[src/sfs_pkg.sv]
// Constants for the sequencing timing and fault status register group.
// Assumes command codes arrive from a serial bus link layer outside this block.
package sfs_pkg;
	// Command codes
	localparam logic [7:0] CMD_START_DELAY = 8'h60;
	localparam logic [7:0] CMD_RAMP_UP_TIME = 8'h61;
	localparam logic [7:0] CMD_STOP_DELAY = 8'h64;
	localparam logic [7:0] CMD_RAMP_DOWN_TIME = 8'h65;
	localparam logic [7:0] CMD_FAULT_SUMMARY_BYTE = 8'h78;
	localparam logic [7:0] CMD_FAULT_SUMMARY_WORD = 8'h79;
	localparam logic [7:0] CMD_OUTPUT_VOLTAGE_FLAGS = 8'h7a;
	localparam logic [7:0] CMD_OUTPUT_CURRENT_FLAGS = 8'h7b;
	localparam logic [7:0] CMD_INPUT_FLAGS = 8'h7c;

	// Reset values: timing 5 ms in linear-11 (exponent 0, mantissa 5), status byte and word zero
	localparam logic [15:0] TIMING_RESET = 16'h0005;
	localparam logic [7:0] STATUS_BYTE_RESET = 8'h00;
	localparam logic [15:0] STATUS_WORD_RESET = 16'h0000;

	// Accepted ranges in ms
	localparam int START_DELAY_MAX_MS = 500;
	localparam int RAMP_UP_MAX_MS = 200;
	localparam int STOP_DELAY_MAX_MS = 500;
	localparam int RAMP_DOWN_MAX_MS = 200;

	// Linear-11 field layout
	localparam int L11_MANT_MSB = 10;
	localparam int L11_EXP_LSB = 11;

	// Sticky flag vector positions
	localparam int FL_OUT_OV_FAULT = 0;
	localparam int FL_OUT_OV_WARN = 1;
	localparam int FL_OUT_UV_WARN = 2;
	localparam int FL_OUT_UV_FAULT = 3;
	localparam int FL_OC_FAULT = 4;
	localparam int FL_OC_LV_FAULT = 5;
	localparam int FL_OC_WARN = 6;
	localparam int FL_UC_FAULT = 7;
	localparam int FL_IN_OV_FAULT = 8;
	localparam int FL_IN_OV_WARN = 9;
	localparam int FL_IN_UV_WARN = 10;
	localparam int FL_IN_UV_FAULT = 11;
	localparam int FL_BUSY = 12;
	localparam int FL_TEMP = 13;
	localparam int FL_CML = 14;
	localparam int FL_OTHER = 15;
	localparam int FL_MAKER = 16;
	localparam int FL_FANS = 17;
	localparam int FL_UNKNOWN = 18;
	localparam int FL_COUNT = 19;

	// Summary byte bit positions
	localparam int SB_BUSY = 7;
	localparam int SB_OFF = 6;
	localparam int SB_OUT_OV = 5;
	localparam int SB_OC = 4;
	localparam int SB_IN_UV = 3;
	localparam int SB_TEMP = 2;
	localparam int SB_CML = 1;
	localparam int SB_OTHER = 0;

	// Summary word high byte positions
	localparam int SW_VOUT = 15;
	localparam int SW_IOUT = 14;
	localparam int SW_INPUT = 13;
	localparam int SW_MAKER = 12;
	localparam int SW_PG_N = 11;
	localparam int SW_FANS = 10;
	localparam int SW_MISC = 9;
	localparam int SW_UNKNOWN = 8;
endpackage

[src/sfs_flag_if.sv]
// Interface carrying sticky flag set, clear and stored value.
// Assumes one owner (the flag bank) and one user (the register group).
`timescale 1ns/10ps
interface sfs_flag_if #(parameter int W = 19);
	logic [W-1:0] set;
	logic clr;
	logic [W-1:0] q;
	modport bank (input set, input clr, output q);
	modport user (output set, output clr, input q);
endinterface

[src/sfs_flag_bank.sv]
// Bank of sticky fault and warning flags.
// Assumes set and clear come from the same clock domain.
`timescale 1ns/10ps
module sfs_flag_bank #(
	parameter int W = 19
) (
	// Clock and reset
	input wire logic i_mclk,
	input wire logic i_rst,
	// Flag carrier
	sfs_flag_if.bank flags
);
	typedef struct packed {
		logic [W-1:0] bits;
	} sfs_bank_state_t;

	sfs_bank_state_t state_q;
	sfs_bank_state_t state_d;

	if (W < 1) begin : g_chk
		$error("sfs_flag_bank: W must be at least 1");
	end

	always_comb begin
		state_d = state_q;
		if (flags.clr) begin
			state_d.bits = '0;
		end
		state_d.bits = state_d.bits | flags.set;
	end

	always_ff @(posedge i_mclk or posedge i_rst) begin
		if (i_rst) begin
			state_q <= '0;
		end else begin
			state_q <= state_d;
		end
	end

	assign flags.q = state_q.bits;
endmodule

[src/sfs_regs.sv]
// Sequencing timing and fault status register group, reached by command code.
// Assumes a link layer presents one command per i_cmd_valid pulse; inputs synchronous.
`timescale 1ns/10ps
module sfs_regs (
	// Clock and reset
	input wire logic i_mclk,
	input wire logic i_rst,
	// Command port
	input wire logic i_cmd_valid,
	input wire logic i_cmd_write,
	input wire logic [7:0] i_cmd_code,
	input wire logic [15:0] i_cmd_wdata,
	input wire logic i_clear_faults,
	output logic o_rsp_valid,
	output logic [15:0] o_rsp_data,
	output logic o_rsp_err,
	// Fault and warning events
	input wire logic i_ev_out_overvolt_fault,
	input wire logic i_ev_out_overvolt_warn,
	input wire logic i_ev_out_undervolt_warn,
	input wire logic i_ev_out_undervolt_fault,
	input wire logic i_ev_overcurrent_fault,
	input wire logic i_ev_overcurrent_lowvolt_fault,
	input wire logic i_ev_overcurrent_warn,
	input wire logic i_ev_undercurrent_fault,
	input wire logic i_ev_in_overvolt_fault,
	input wire logic i_ev_in_overvolt_warn,
	input wire logic i_ev_in_undervolt_warn,
	input wire logic i_ev_in_undervolt_fault,
	input wire logic i_ev_busy,
	input wire logic i_ev_temperature,
	input wire logic i_ev_comms_logic_memory,
	input wire logic i_ev_maker_specific,
	input wire logic i_ev_fans,
	input wire logic i_ev_other_fault,
	input wire logic i_ev_unknown,
	// Live conditions
	input wire logic i_output_on,
	input wire logic i_vout_above_pg_on,
	input wire logic i_vout_below_uv_fault,
	input wire logic i_misc_flags_any,
	// Outputs to the power stage and host
	output logic [15:0] o_start_delay,
	output logic [15:0] o_ramp_up_time,
	output logic [15:0] o_stop_delay,
	output logic [15:0] o_ramp_down_time,
	output logic o_power_good,
	output logic o_alert
);
	typedef struct packed {
		logic [15:0] start_delay;
		logic [15:0] ramp_up_time;
		logic [15:0] stop_delay;
		logic [15:0] ramp_down_time;
		logic pg;
		logic rsp_valid;
		logic [15:0] rsp_data;
		logic rsp_err;
	} sfs_regs_state_t;

	sfs_regs_state_t state_q;
	sfs_regs_state_t state_d;

	sfs_flag_if #(.W(sfs_pkg::FL_COUNT)) flags ();

	logic cmd_fault;
	logic [7:0] out_voltage_flags;
	logic [7:0] out_current_flags;
	logic [7:0] in_flags;
	logic [7:0] summary_byte;
	logic [15:0] summary_word;

	////////////////////////////////////////////////////////////////////////////////
	// Linear-11 range check: mantissa * 2^exponent within 0..max_ms
	function automatic logic l11_in_range(input logic [15:0] v, input int max_ms);
		int m;
		int e;
		logic ok;
		m = int'($signed(v[sfs_pkg::L11_MANT_MSB:0]));
		e = int'($signed(v[15:sfs_pkg::L11_EXP_LSB]));
		if (m < 0) begin
			ok = 1'b0;
		end else if (e >= 0) begin
			ok = (m << e) <= max_ms;
		end else begin
			ok = m <= (max_ms << (-e));
		end
		return ok;
	endfunction

	////////////////////////////////////////////////////////////////////////////////
	// Sticky flags
	sfs_flag_bank #(
		.W(sfs_pkg::FL_COUNT)
	) u_flags (
		.i_mclk(i_mclk),
		.i_rst(i_rst),
		.flags(flags)
	);

	always_comb begin
		flags.set = '0;
		flags.set[sfs_pkg::FL_OUT_OV_FAULT] = i_ev_out_overvolt_fault;
		flags.set[sfs_pkg::FL_OUT_OV_WARN] = i_ev_out_overvolt_warn;
		flags.set[sfs_pkg::FL_OUT_UV_WARN] = i_ev_out_undervolt_warn;
		flags.set[sfs_pkg::FL_OUT_UV_FAULT] = i_ev_out_undervolt_fault;
		flags.set[sfs_pkg::FL_OC_FAULT] = i_ev_overcurrent_fault;
		flags.set[sfs_pkg::FL_OC_LV_FAULT] = i_ev_overcurrent_lowvolt_fault;
		flags.set[sfs_pkg::FL_OC_WARN] = i_ev_overcurrent_warn;
		flags.set[sfs_pkg::FL_UC_FAULT] = i_ev_undercurrent_fault;
		flags.set[sfs_pkg::FL_IN_OV_FAULT] = i_ev_in_overvolt_fault;
		flags.set[sfs_pkg::FL_IN_OV_WARN] = i_ev_in_overvolt_warn;
		flags.set[sfs_pkg::FL_IN_UV_WARN] = i_ev_in_undervolt_warn;
		flags.set[sfs_pkg::FL_IN_UV_FAULT] = i_ev_in_undervolt_fault;
		flags.set[sfs_pkg::FL_BUSY] = i_ev_busy;
		flags.set[sfs_pkg::FL_TEMP] = i_ev_temperature;
		flags.set[sfs_pkg::FL_CML] = i_ev_comms_logic_memory | cmd_fault;
		flags.set[sfs_pkg::FL_OTHER] = i_ev_other_fault | i_ev_in_overvolt_warn
			| i_ev_in_undervolt_warn;
		flags.set[sfs_pkg::FL_MAKER] = i_ev_maker_specific;
		flags.set[sfs_pkg::FL_FANS] = i_ev_fans;
		flags.set[sfs_pkg::FL_UNKNOWN] = i_ev_unknown;
	end

	assign flags.clr = i_clear_faults;

	////////////////////////////////////////////////////////////////////////////////
	// Status register composition
	assign out_voltage_flags = {flags.q[sfs_pkg::FL_OUT_OV_FAULT],
		flags.q[sfs_pkg::FL_OUT_OV_WARN], flags.q[sfs_pkg::FL_OUT_UV_WARN],
		flags.q[sfs_pkg::FL_OUT_UV_FAULT], 4'h0};
	assign out_current_flags = {flags.q[sfs_pkg::FL_OC_FAULT],
		flags.q[sfs_pkg::FL_OC_LV_FAULT], flags.q[sfs_pkg::FL_OC_WARN],
		flags.q[sfs_pkg::FL_UC_FAULT], 4'h0};
	assign in_flags = {flags.q[sfs_pkg::FL_IN_OV_FAULT],
		flags.q[sfs_pkg::FL_IN_OV_WARN], flags.q[sfs_pkg::FL_IN_UV_WARN],
		flags.q[sfs_pkg::FL_IN_UV_FAULT], 4'h0};

	always_comb begin
		summary_byte = sfs_pkg::STATUS_BYTE_RESET;
		summary_byte[sfs_pkg::SB_BUSY] = flags.q[sfs_pkg::FL_BUSY];
		summary_byte[sfs_pkg::SB_OFF] = ~i_output_on;
		summary_byte[sfs_pkg::SB_OUT_OV] = flags.q[sfs_pkg::FL_OUT_OV_FAULT];
		summary_byte[sfs_pkg::SB_OC] = flags.q[sfs_pkg::FL_OC_FAULT];
		summary_byte[sfs_pkg::SB_IN_UV] = flags.q[sfs_pkg::FL_IN_UV_FAULT];
		summary_byte[sfs_pkg::SB_TEMP] = flags.q[sfs_pkg::FL_TEMP];
		summary_byte[sfs_pkg::SB_CML] = flags.q[sfs_pkg::FL_CML];
		summary_byte[sfs_pkg::SB_OTHER] = flags.q[sfs_pkg::FL_OTHER];
	end

	always_comb begin
		summary_word = sfs_pkg::STATUS_WORD_RESET;
		summary_word[7:0] = summary_byte;
		summary_word[sfs_pkg::SW_VOUT] = |out_voltage_flags;
		summary_word[sfs_pkg::SW_IOUT] = |out_current_flags;
		summary_word[sfs_pkg::SW_INPUT] = |in_flags;
		summary_word[sfs_pkg::SW_MAKER] = flags.q[sfs_pkg::FL_MAKER];
		summary_word[sfs_pkg::SW_PG_N] = ~state_q.pg;
		summary_word[sfs_pkg::SW_FANS] = flags.q[sfs_pkg::FL_FANS];
		summary_word[sfs_pkg::SW_MISC] = i_misc_flags_any;
		summary_word[sfs_pkg::SW_UNKNOWN] = flags.q[sfs_pkg::FL_UNKNOWN];
	end

	////////////////////////////////////////////////////////////////////////////////
	// Command decode, timing registers and power-good
	always_comb begin
		state_d = state_q;
		cmd_fault = 1'b0;
		state_d.rsp_valid = i_cmd_valid;
		state_d.rsp_err = 1'b0;
		state_d.rsp_data = 16'h0000;
		if (state_q.pg) begin
			state_d.pg = ~i_vout_below_uv_fault;
		end else begin
			state_d.pg = i_vout_above_pg_on;
		end
		if (i_cmd_valid) begin
			case (i_cmd_code)
				sfs_pkg::CMD_START_DELAY: begin
					if (!i_cmd_write) begin
						state_d.rsp_data = state_q.start_delay;
					end else if (l11_in_range(i_cmd_wdata, sfs_pkg::START_DELAY_MAX_MS)) begin
						state_d.start_delay = i_cmd_wdata;
					end else begin
						cmd_fault = 1'b1;
					end
				end
				sfs_pkg::CMD_RAMP_UP_TIME: begin
					if (!i_cmd_write) begin
						state_d.rsp_data = state_q.ramp_up_time;
					end else if (l11_in_range(i_cmd_wdata, sfs_pkg::RAMP_UP_MAX_MS)) begin
						state_d.ramp_up_time = i_cmd_wdata;
					end else begin
						cmd_fault = 1'b1;
					end
				end
				sfs_pkg::CMD_STOP_DELAY: begin
					if (!i_cmd_write) begin
						state_d.rsp_data = state_q.stop_delay;
					end else if (l11_in_range(i_cmd_wdata, sfs_pkg::STOP_DELAY_MAX_MS)) begin
						state_d.stop_delay = i_cmd_wdata;
					end else begin
						cmd_fault = 1'b1;
					end
				end
				sfs_pkg::CMD_RAMP_DOWN_TIME: begin
					if (!i_cmd_write) begin
						state_d.rsp_data = state_q.ramp_down_time;
					end else if (l11_in_range(i_cmd_wdata, sfs_pkg::RAMP_DOWN_MAX_MS)) begin
						state_d.ramp_down_time = i_cmd_wdata;
					end else begin
						cmd_fault = 1'b1;
					end
				end
				sfs_pkg::CMD_FAULT_SUMMARY_BYTE: begin
					state_d.rsp_data = {8'h00, summary_byte};
					cmd_fault = i_cmd_write;
				end
				sfs_pkg::CMD_FAULT_SUMMARY_WORD: begin
					state_d.rsp_data = summary_word;
					cmd_fault = i_cmd_write;
				end
				sfs_pkg::CMD_OUTPUT_VOLTAGE_FLAGS: begin
					state_d.rsp_data = {8'h00, out_voltage_flags};
					cmd_fault = i_cmd_write;
				end
				sfs_pkg::CMD_OUTPUT_CURRENT_FLAGS: begin
					state_d.rsp_data = {8'h00, out_current_flags};
					cmd_fault = i_cmd_write;
				end
				sfs_pkg::CMD_INPUT_FLAGS: begin
					state_d.rsp_data = {8'h00, in_flags};
					cmd_fault = i_cmd_write;
				end
				default: begin
					cmd_fault = 1'b1;
				end
			endcase
			if (cmd_fault) begin
				state_d.rsp_data = 16'h0000;
			end
			state_d.rsp_err = cmd_fault;
		end
	end

	always_ff @(posedge i_mclk or posedge i_rst) begin
		if (i_rst) begin
			state_q.start_delay <= sfs_pkg::TIMING_RESET;
			state_q.ramp_up_time <= sfs_pkg::TIMING_RESET;
			state_q.stop_delay <= sfs_pkg::TIMING_RESET;
			state_q.ramp_down_time <= sfs_pkg::TIMING_RESET;
			state_q.pg <= 1'b0;
			state_q.rsp_valid <= 1'b0;
			state_q.rsp_data <= 16'h0000;
			state_q.rsp_err <= 1'b0;
		end else begin
			state_q <= state_d;
		end
	end

	////////////////////////////////////////////////////////////////////////////////
	// Outputs
	assign o_rsp_valid = state_q.rsp_valid;
	assign o_rsp_data = state_q.rsp_data;
	assign o_rsp_err = state_q.rsp_err;
	assign o_start_delay = state_q.start_delay;
	assign o_ramp_up_time = state_q.ramp_up_time;
	assign o_stop_delay = state_q.stop_delay;
	assign o_ramp_down_time = state_q.ramp_down_time;
	assign o_power_good = state_q.pg;
	assign o_alert = |flags.q;
endmodule

[config.mk]
export PLATFORM = sky130hd
export DESIGN_NAME = sfs_regs
export DESIGN_NICKNAME = d
export VERILOG_FILES = /design/src/sfs_pkg.sv /design/src/sfs_flag_if.sv /design/src/sfs_flag_bank.sv /design/src/sfs_regs.sv
export SDC_FILE = /design/constraint.sdc
export NUM_CORES = 1
export LEC_CHECK = 0
export BUFFER_PORTS_ARGS = -buffer_cell sky130_fd_sc_hd__buf_2
export CAP_MARGIN = 0
export CORE_UTILIZATION = 52
export CTS_CLUSTER_DIAMETER = 30
export DETAILED_ROUTE_END_ITERATION = 8
export GPL_TIMING_DRIVEN = 0
export PLACE_DENSITY_LB_ADDON = 0.25
export SYNTH_ARGS = -nofsm -noshare
export SYNTH_HDL_FRONTEND = slang
export SYNTH_SLANG_ARGS = --single-unit
[constraint.sdc]
create_clock -name i_mclk -period 2.9 [get_ports i_mclk]
set_input_delay 0.435 -clock i_mclk [delete_from_list [all_inputs] [get_ports i_mclk]]
set_output_delay 0.435 -clock i_mclk [all_outputs]
set_load 0.02 [all_outputs]
# Word-level counts from Yosys, hierarchy flattened
# Cells that the tools add are included.
[op_classes]
bitwise_logic = 7
n_mux = 34
reduce_logical = 9
n_addsub = 1
order_cmp = 6
n_eq_ne = 9
shift = 3
[op_table]
columns = ["operator", "count"]
rows = [
  ["one-hot mux 16 bit (9 select lines)", 1],
  ["two-way mux 16 bit", 5],
  ["equality test 8 x 7 -> 1 bit, second input constant", 9],
  ["less-or-equal comparator 11 x 32 -> 1 bit", 2],
  ["less-or-equal comparator 32 x 10 -> 1 bit, second input constant", 1],
  ["less-or-equal comparator 32 x 9 -> 1 bit, second input constant", 1],
  ["negation 5 -> 32 bit", 1],
  ["left shift 32 x 32 -> 32 bit", 1],
  ["left shift 8 x 32 -> 32 bit, first input constant", 1],
  ["left shift 9 x 32 -> 32 bit, first input constant", 1],
  ["two-way mux 1 bit", 25],
  ["two-way mux 19 bit", 1],
  ["bitwise OR 19 bit", 1],
  ["OR reduction 19 bit", 1],
  ["two-way mux 17 bit", 1],
  ["AND reduction 4 bit", 4],
  ["OR reduction 4 bit", 3],
  ["less-than comparator 11 x 1 -> 1 bit, second input constant", 1],
  [">= comparator 5 x 1 -> 1 bit, second input constant", 1],
  ["one-hot mux 1 bit (5 select lines)", 1],
  ["OR reduction 5 bit", 1],
  ["NOT 1 bit", 3],
  ["bitwise OR 1 bit", 3],
]
[word_totals]
input_bits = 52
ff_bits = 102
word_cells = 78

# Depth between registers and ports, before layout
[depth]
word_depth = 15
ltp_mapped = 24
depth_no_buf = 18

# Hierarchy
# From an unflattened synthesis, not the netlist that was laid out.
[hier_totals]
hier_cells = 714
area_unflattened_um2 = 7240.7
[by_module_without_submodules]
columns = ["module", "area_per_inst_um2", "seq_area_each_um2", "cells_each", "instances"]
rows = [
  ["sfs_regs", 6603.8, 2087.0, 673, 1],
  ["sfs_flag_bank", 636.9, 475.5, 41, 1],
]

# Worst setup path after synthesis
# Ideal clock, no wire load.
[synth_path]
path_kind = "input port to flip-flop"
start = "input port i_cmd_wdata[11]"
end = "register state_q (netlist bit o_start_delay[14])"
n_path_buf = 5
required_time_ps = 2772
setup_ps = 128
t_arrival_ps = 5821
slack_ps = -3049
stages = 23
path_cell_list = "buf_6 -> buf_8 -> buf_6 -> inv_1 -> clkbuf_1 -> ha_1 -> nand3_1 -> ha_1 -> or4b_2 -> nor4_1 -> nand2_1 -> nor3_1 -> nand2_1 -> ha_1 -> a21o_1 -> a21o_1 -> a211o_1 -> a2111oi_0 -> o21ba_2 -> nand4_2 -> nor2_4 -> buf_6 -> mux2_1"
[synth_between]
elab_chain_cells = 9
[synth_rtl]
columns = ["item", "line_no", "text"]
rows = [
  ["from (decl)", "sfs_regs.sv:12", "input wire logic [15:0] i_cmd_wdata,"],
  ["negation 5 -> 32 bit", "sfs_regs.sv:86", "ok = m <= (max_ms << (-e));"],
  ["left shift 9 x 32 -> 32 bit", "sfs_regs.sv:86", ""],
  ["less-or-equal comparator 11 x 32 -> 1 bit", "sfs_regs.sv:86", ""],
  ["two-way mux 1 bit *", "sfs_regs.sv:83", "end else if (e >= 0) begin"],
  ["two-way mux 1 bit *", "sfs_regs.sv:81", "if (m < 0) begin"],
  ["two-way mux 1 bit *", "sfs_regs.sv:180", "if (!i_cmd_write) begin"],
  ["two-way mux 1 bit *", "sfs_regs.sv:178", "case (i_cmd_code)"],
  ["two-way mux 1 bit *", "sfs_regs.sv:177", "if (i_cmd_valid) begin"],
  ["AND reduction 4 bit (no line) *", "--", ""],
  ["to (signal assigned)", "sfs_regs.sv:257", "state_q <= state_d;"],
  ["to (decl)", "sfs_regs.sv:61", "sfs_regs_state_t state_q;"],
]
# Every way passes the cells marked *; elsewhere a longest branch is shown, timed or not. The select of a mux whose other input is x is not followed.
# A chain may end at the register's enable or synchronous reset.

# Worst setup path after layout
[layout_path]
start = "input port i_cmd_wdata[11]"
end = "register state_q (netlist bit o_ramp_up_time[11])"
[layout_between]
elab_chain_cells = 9
[layout_rtl]
columns = ["item", "line_no", "text"]
rows = [
  ["negation 5 -> 32 bit", "sfs_regs.sv:86", ""],
  ["left shift 8 x 32 -> 32 bit", "sfs_regs.sv:86", ""],
  ["less-or-equal comparator 11 x 32 -> 1 bit", "sfs_regs.sv:86", ""],
  ["two-way mux 1 bit", "sfs_regs.sv:83", ""],
  ["two-way mux 1 bit", "--", ""],
  ["two-way mux 1 bit", "sfs_regs.sv:189", "if (!i_cmd_write) begin"],
  ["two-way mux 1 bit", "sfs_regs.sv:178", ""],
  ["two-way mux 1 bit", "sfs_regs.sv:177", ""],
  ["AND reduction 4 bit (no line)", "--", ""],
]
# Several ways; a longest one is shown, not always the timed one. The select of a mux whose other input is x is not followed.

==> flow_results.xml <==
<?xml version="1.0" encoding="UTF-8"?>
<metrics>
  <group name="grt">
    <metric name="first_global_vias" unit="">6777</metric>
    <metric name="largest_net_degree_at_the_start_of_global_routing" unit="">51</metric>
    <metric name="antenna_found_initial" unit="">0</metric>
    <metric name="grt_pass1_wl" unit="microns">37100</metric>
    <metric name="grt_use_total" unit="%">32.6</metric>
    <metric name="gr-total-overflow" unit="">0</metric>
  </group>
  <group name="yosys">
    <metric name="synthArstFlopShare" unit="%">100</metric>
    <metric name="synth_seq_cells" unit="">102</metric>
    <metric name="postSynthCellCount" unit="">746</metric>
    <metric name="synthFlopType" unit="">dfrtp_1</metric>
    <metric name="syn-mean-instance-area" unit="sq um">10.1</metric>
    <metric name="ys_types" unit="">74</metric>
    <metric name="syn_nets" unit="">864</metric>
    <metric name="synth_sequential_area_ratio" unit="%">33.8</metric>
    <metric name="syn-cell-area" unit="sq um">7570</metric>
    <metric name="synth_enable_flop_cells" unit="">0</metric>
    <metric name="synth-warning-count" unit="">0</metric>
  </group>
  <group name="timing">
    <metric name="fin_crit" unit="ns">5.16</metric>
    <metric name="hold_ws" unit="ns">0.241</metric>
    <metric name="max_freq" unit="GHz">0.194</metric>
    <metric name="layout_worst_path_cycle_share" unit="%">178</metric>
    <metric name="hold_viol_final" unit="">0</metric>
    <metric name="timing.final.setup_violations" unit="">69</metric>
    <metric name="timing.slew.headroom" unit="%">24.6</metric>
    <metric name="fin_worst_skew" unit="ns">0.00934</metric>
    <metric name="worst_pin_slew" unit="ns">1.13</metric>
    <metric name="setup_repair_after_global_routing_missed_its_margin" unit="">yes</metric>
    <metric name="finalWorstSetupSlack" unit="ns">-2.26</metric>
    <metric name="report.final.slew_viol_count" unit="">0</metric>
  </group>
  <group name="die">
    <metric name="fp.coreArea" unit="sq um">14000</metric>
    <metric name="effective_utilization_at_floorplan" unit="%">53.9</metric>
    <metric name="die_x" unit="microns">123</metric>
    <metric name="core.rowCount" unit="">43</metric>
    <metric name="die_y" unit="microns">123</metric>
    <metric name="io_pins" unit="">136</metric>
    <metric name="design.die.area" unit="sq um">15000</metric>
  </group>
  <group name="power">
    <metric name="power_frac_clock" unit="%">39.9</metric>
    <metric name="switching_share" unit="%">27.0</metric>
    <metric name="total_switching_power" unit="uW">985</metric>
    <metric name="p_leak" unit="nW">4.58</metric>
    <metric name="internal_power" unit="mW">2.66</metric>
    <metric name="vdd_drop_max" unit="mV">0.361</metric>
    <metric name="pwr_density_cell" unit="nW/um^2">358</metric>
    <metric name="sequential_share_of_power" unit="%">40.3</metric>
    <metric name="share_comb_of_total_power" unit="%">19.8</metric>
  </group>
  <group name="run">
    <metric name="drv_cap" unit="">0</metric>
  </group>
  <group name="place">
    <metric name="gp_congestion" unit="">0.946</metric>
    <metric name="port-buffer-count" unit="">131</metric>
    <metric name="dpl_cells" unit="">1059</metric>
    <metric name="dp_hpwl" unit="microns">16400</metric>
  </group>
  <group name="clock_network">
    <metric name="cts-root-to-sink-buffers" unit="">2</metric>
    <metric name="cts_root_buf" unit="">clkbuf_16</metric>
    <metric name="numCtsBuffers" unit="">9</metric>
    <metric name="cts_sinks" unit="">102</metric>
    <metric name="worst_setup_hold_path_clk_slew" unit="ns">0.07</metric>
    <metric name="cts.htree.levels" unit="">3</metric>
    <metric name="cts_tree" unit="">built</metric>
    <metric name="insertion_delay" unit="ns">0.34</metric>
  </group>
  <group name="outcome">
    <metric name="status" unit="">finished, violations left</metric>
    <metric name="violations" unit="">setup timing</metric>
  </group>
  <group name="detailed_routing">
    <metric name="route.detailed.vias_per_inst" unit="">6.35</metric>
    <metric name="route.final.wire_length" unit="microns">24400</metric>
    <metric name="drt-wirelength-per-cell" unit="microns">21.5</metric>
    <metric name="final_antenna_net_count" unit="">0</metric>
    <metric name="initialDrtViolationCount" unit="">730</metric>
    <metric name="detailedRoute.firstPassIterationCount" unit="">5</metric>
    <metric name="drc" unit="">0</metric>
    <metric name="routed_vias" unit="">7200</metric>
  </group>
  <group name="worst_setup_path">
    <metric name="critPathLaunchType" unit="">input port</metric>
    <metric name="critical_path_peak_fanout" unit="">7</metric>
    <metric name="crit_required" unit="ns">3.13</metric>
    <metric name="critical_path_class" unit="">in -&gt; reg</metric>
    <metric name="worst-endpoint-arrival" unit="ns">5.39</metric>
    <metric name="endpoint_kind" unit="">flop</metric>
  </group>
  <group name="final_layout">
    <metric name="antennaDiodeCount" unit="">0</metric>
    <metric name="finish.utilization" unit="%">72.4</metric>
    <metric name="regArea" unit="sq um">2560</metric>
    <metric name="drive_gt1_share" unit="%">41.8</metric>
    <metric name="fillers" unit="">989</metric>
    <metric name="num-nets-final" unit="">1067</metric>
    <metric name="fin_cells" unit="">1134</metric>
    <metric name="multi_input_area" unit="sq um">5310</metric>
    <metric name="flow.area_growth_from_synthesis" unit="%">34.4</metric>
  </group>
  <group name="worst_hold_path">
    <metric name="hold_path.class" unit="">in -&gt; async</metric>
  </group>
</metrics>
[per-stage QoR]
stage | cell area (sq um) | setup TNS, ns | total power, mW | worst slack (ns)
finish | 10200 | -151.12 | 3.64 | -2.26
global placement | 8650 | -199.38 | 2.10 | -3.03
global route | 10200 | -159.16 | 3.78 | -2.40
CTS | 9880 | -147.89 | 3.60 | -2.27
detailed placement | 8690 | -202.18 | 2.12 | -3.08
floorplan | 7770 | -138.85 | 1.91 | -2.12
[cell usage after synthesis, drive strengths merged (4+ instances only)]
cell type   n  area share, %
a211o       4           0.46
a21o       27            2.7
a21oi      38            2.5
a221oi      6           0.78
a222oi      4           0.53
a22oi       8           0.79
a31oi       4           0.33
and2        6           0.50
buf        13            1.5
clkbuf     34            1.7
clkinv      4           0.20
dfrtp      94             31
dfstp       8            2.8
ha         66             11
inv        15           0.74
mux2       73             11
mux2i       7           0.93
mux4       22            6.5
nand2      68            3.4
nand2b      6           0.50
nand3      34            2.2
nand4      18            1.7
nor2       42            2.3
nor2b       9           0.74
nor3       16            1.5
nor4       13            1.1
o211ai      4           0.40
o21ai      28            1.9
o22ai      12           0.99
or3         6           0.50
or4         5           0.50
xnor2       4           0.46
[path summary, 6_finish.rpt]
path / cells past startpoint / slack, ns / from / to
max: 24 / -2.26 / i_cmd_wdata[11] / o_ramp_up_time[11]$_DFFE_PP0P_
min: 2 / 0.24 / i_rst / o_ramp_up_time[1]$_DFFE_PP0P_
max reg2reg: 3 / 1.30 / o_ramp_up_time[6]$_DFFE_PP0P_ / o_rsp_data[6]$_DFF_PP0_
min reg2reg: 1 / 0.51 / u_flags.flags.q[2]$_DFF_PP0_ / u_flags.flags.q[2]$_DFF_PP0_
max in group asynchronous: 4 / 1.77 / i_rst / o_rsp_data[5]$_DFF_PP0_
min in group i_mclk: 2 / 0.26 / i_ev_in_undervolt_fault / u_flags.flags.q[11]$_DFF_PP0_
[critical path, cell delays in order]
cell and delay (ns):
buf_12 0.10, buf_12 0.11, buf_12 0.12, clkbuf_16 0.14, nor4_4 0.37, nand2_1 0.11, ha_1 0.30, or4b_4 0.46
nor4_4 0.21, buf_4 0.19, nor2b_4 0.16, buf_8 0.13, nand3_1 0.08, ha_1 0.34, nand4_1 0.19, nor4_4 0.43
o211ai_1 0.19, o211ai_1 0.16, nor2_1 0.07, o2111a_2 0.19, buf_4 0.17, nor3_4 0.21, buf_6 0.21, mux2_4 0.31
[repair_timing]
action                                 CTS  global route
hold buffers                             0             0
cloned                                   4             0
pin swaps                               27            24
endpoints found under the hold margin    0             0
setup endpoints to repair               69            70
resized for setup                       90            46
buffers inserted                        39            19
[per-layer routing]
layer | share of wire, % | GRT usage, % | wire length (microns)
met5 | 0 | 0 | 0
met4 | 2.4 | 8.69 | 593
met3 | 8.9 | 8.36 | 2180
met2 | 46 | 50.2 | 11300
met1 | 42 | 45.3 | 10300
[power groups by stage]
stage / Combinational [mW] / Clock (mW) / Sequential (mW)
finish: 0.722 / 1.46 / 1.47
global route: 0.780 / 1.53 / 1.47
CTS: 0.670 / 1.46 / 1.47
detailed placement: 0.625 / 0 / 1.49
global placement: 0.612 / 0 / 1.49
floorplan: 0.421 / 0 / 1.49
[cell usage in the layout (no fill, tap or decap), types with 25 or more instances in the layout]
cell / n
a21o_1: 27
a21oi_1: 35
ha_1: 52
dfrtp_1: 94
nor2_1: 38
nand2_1: 66
mux2_4: 54
buf_4: 35
nand3_1: 25
clkbuf_1: 26
buf_2: 135
[flip-flops by register name, indices dropped and copies added (netlist names)]
| name | count |
|---|---|
| o_rsp_valid | 1 |
| o_rsp_err | 1 |
| o_rsp_data | 16 |
| o_ramp_up_time | 16 |
| o_ramp_down_time | 16 |
| o_power_good | 1 |
| o_start_delay | 16 |
| o_stop_delay | 16 |
| u_flags.flags.q | 19 |
[layout make-up]
cell class | count | area share [%]
Multi-Input combinational cell | 578 | 52.2
Sequential cell | 102 | 25.2
Timing Repair Buffer | 193 | 12.6
Buffer | 46 | 3.43
Clock buffer | 11 | 2.29
Tap cell | 180 | 2.21
Clock inverter | 5 | 1.27
Inverter | 19 | 0.787
[logic make-up (layout without fill, tap and decap cells)]
family / count (synthesis) / count (layout) / synth area share (%)
compound gates: 164 / 164 / 14.9
fa+ha+maj: 66 / 66 / 10.9
flops: 102 / 102 / 33.8
mux: 102 / 102 / 18.8
simple gates: 241 / 241 / 16.8
buf+inv: 66 / 274 / 4.15
xor+xnor: 5 / 5 / 0.578
(Power assumes the default switching activity.)
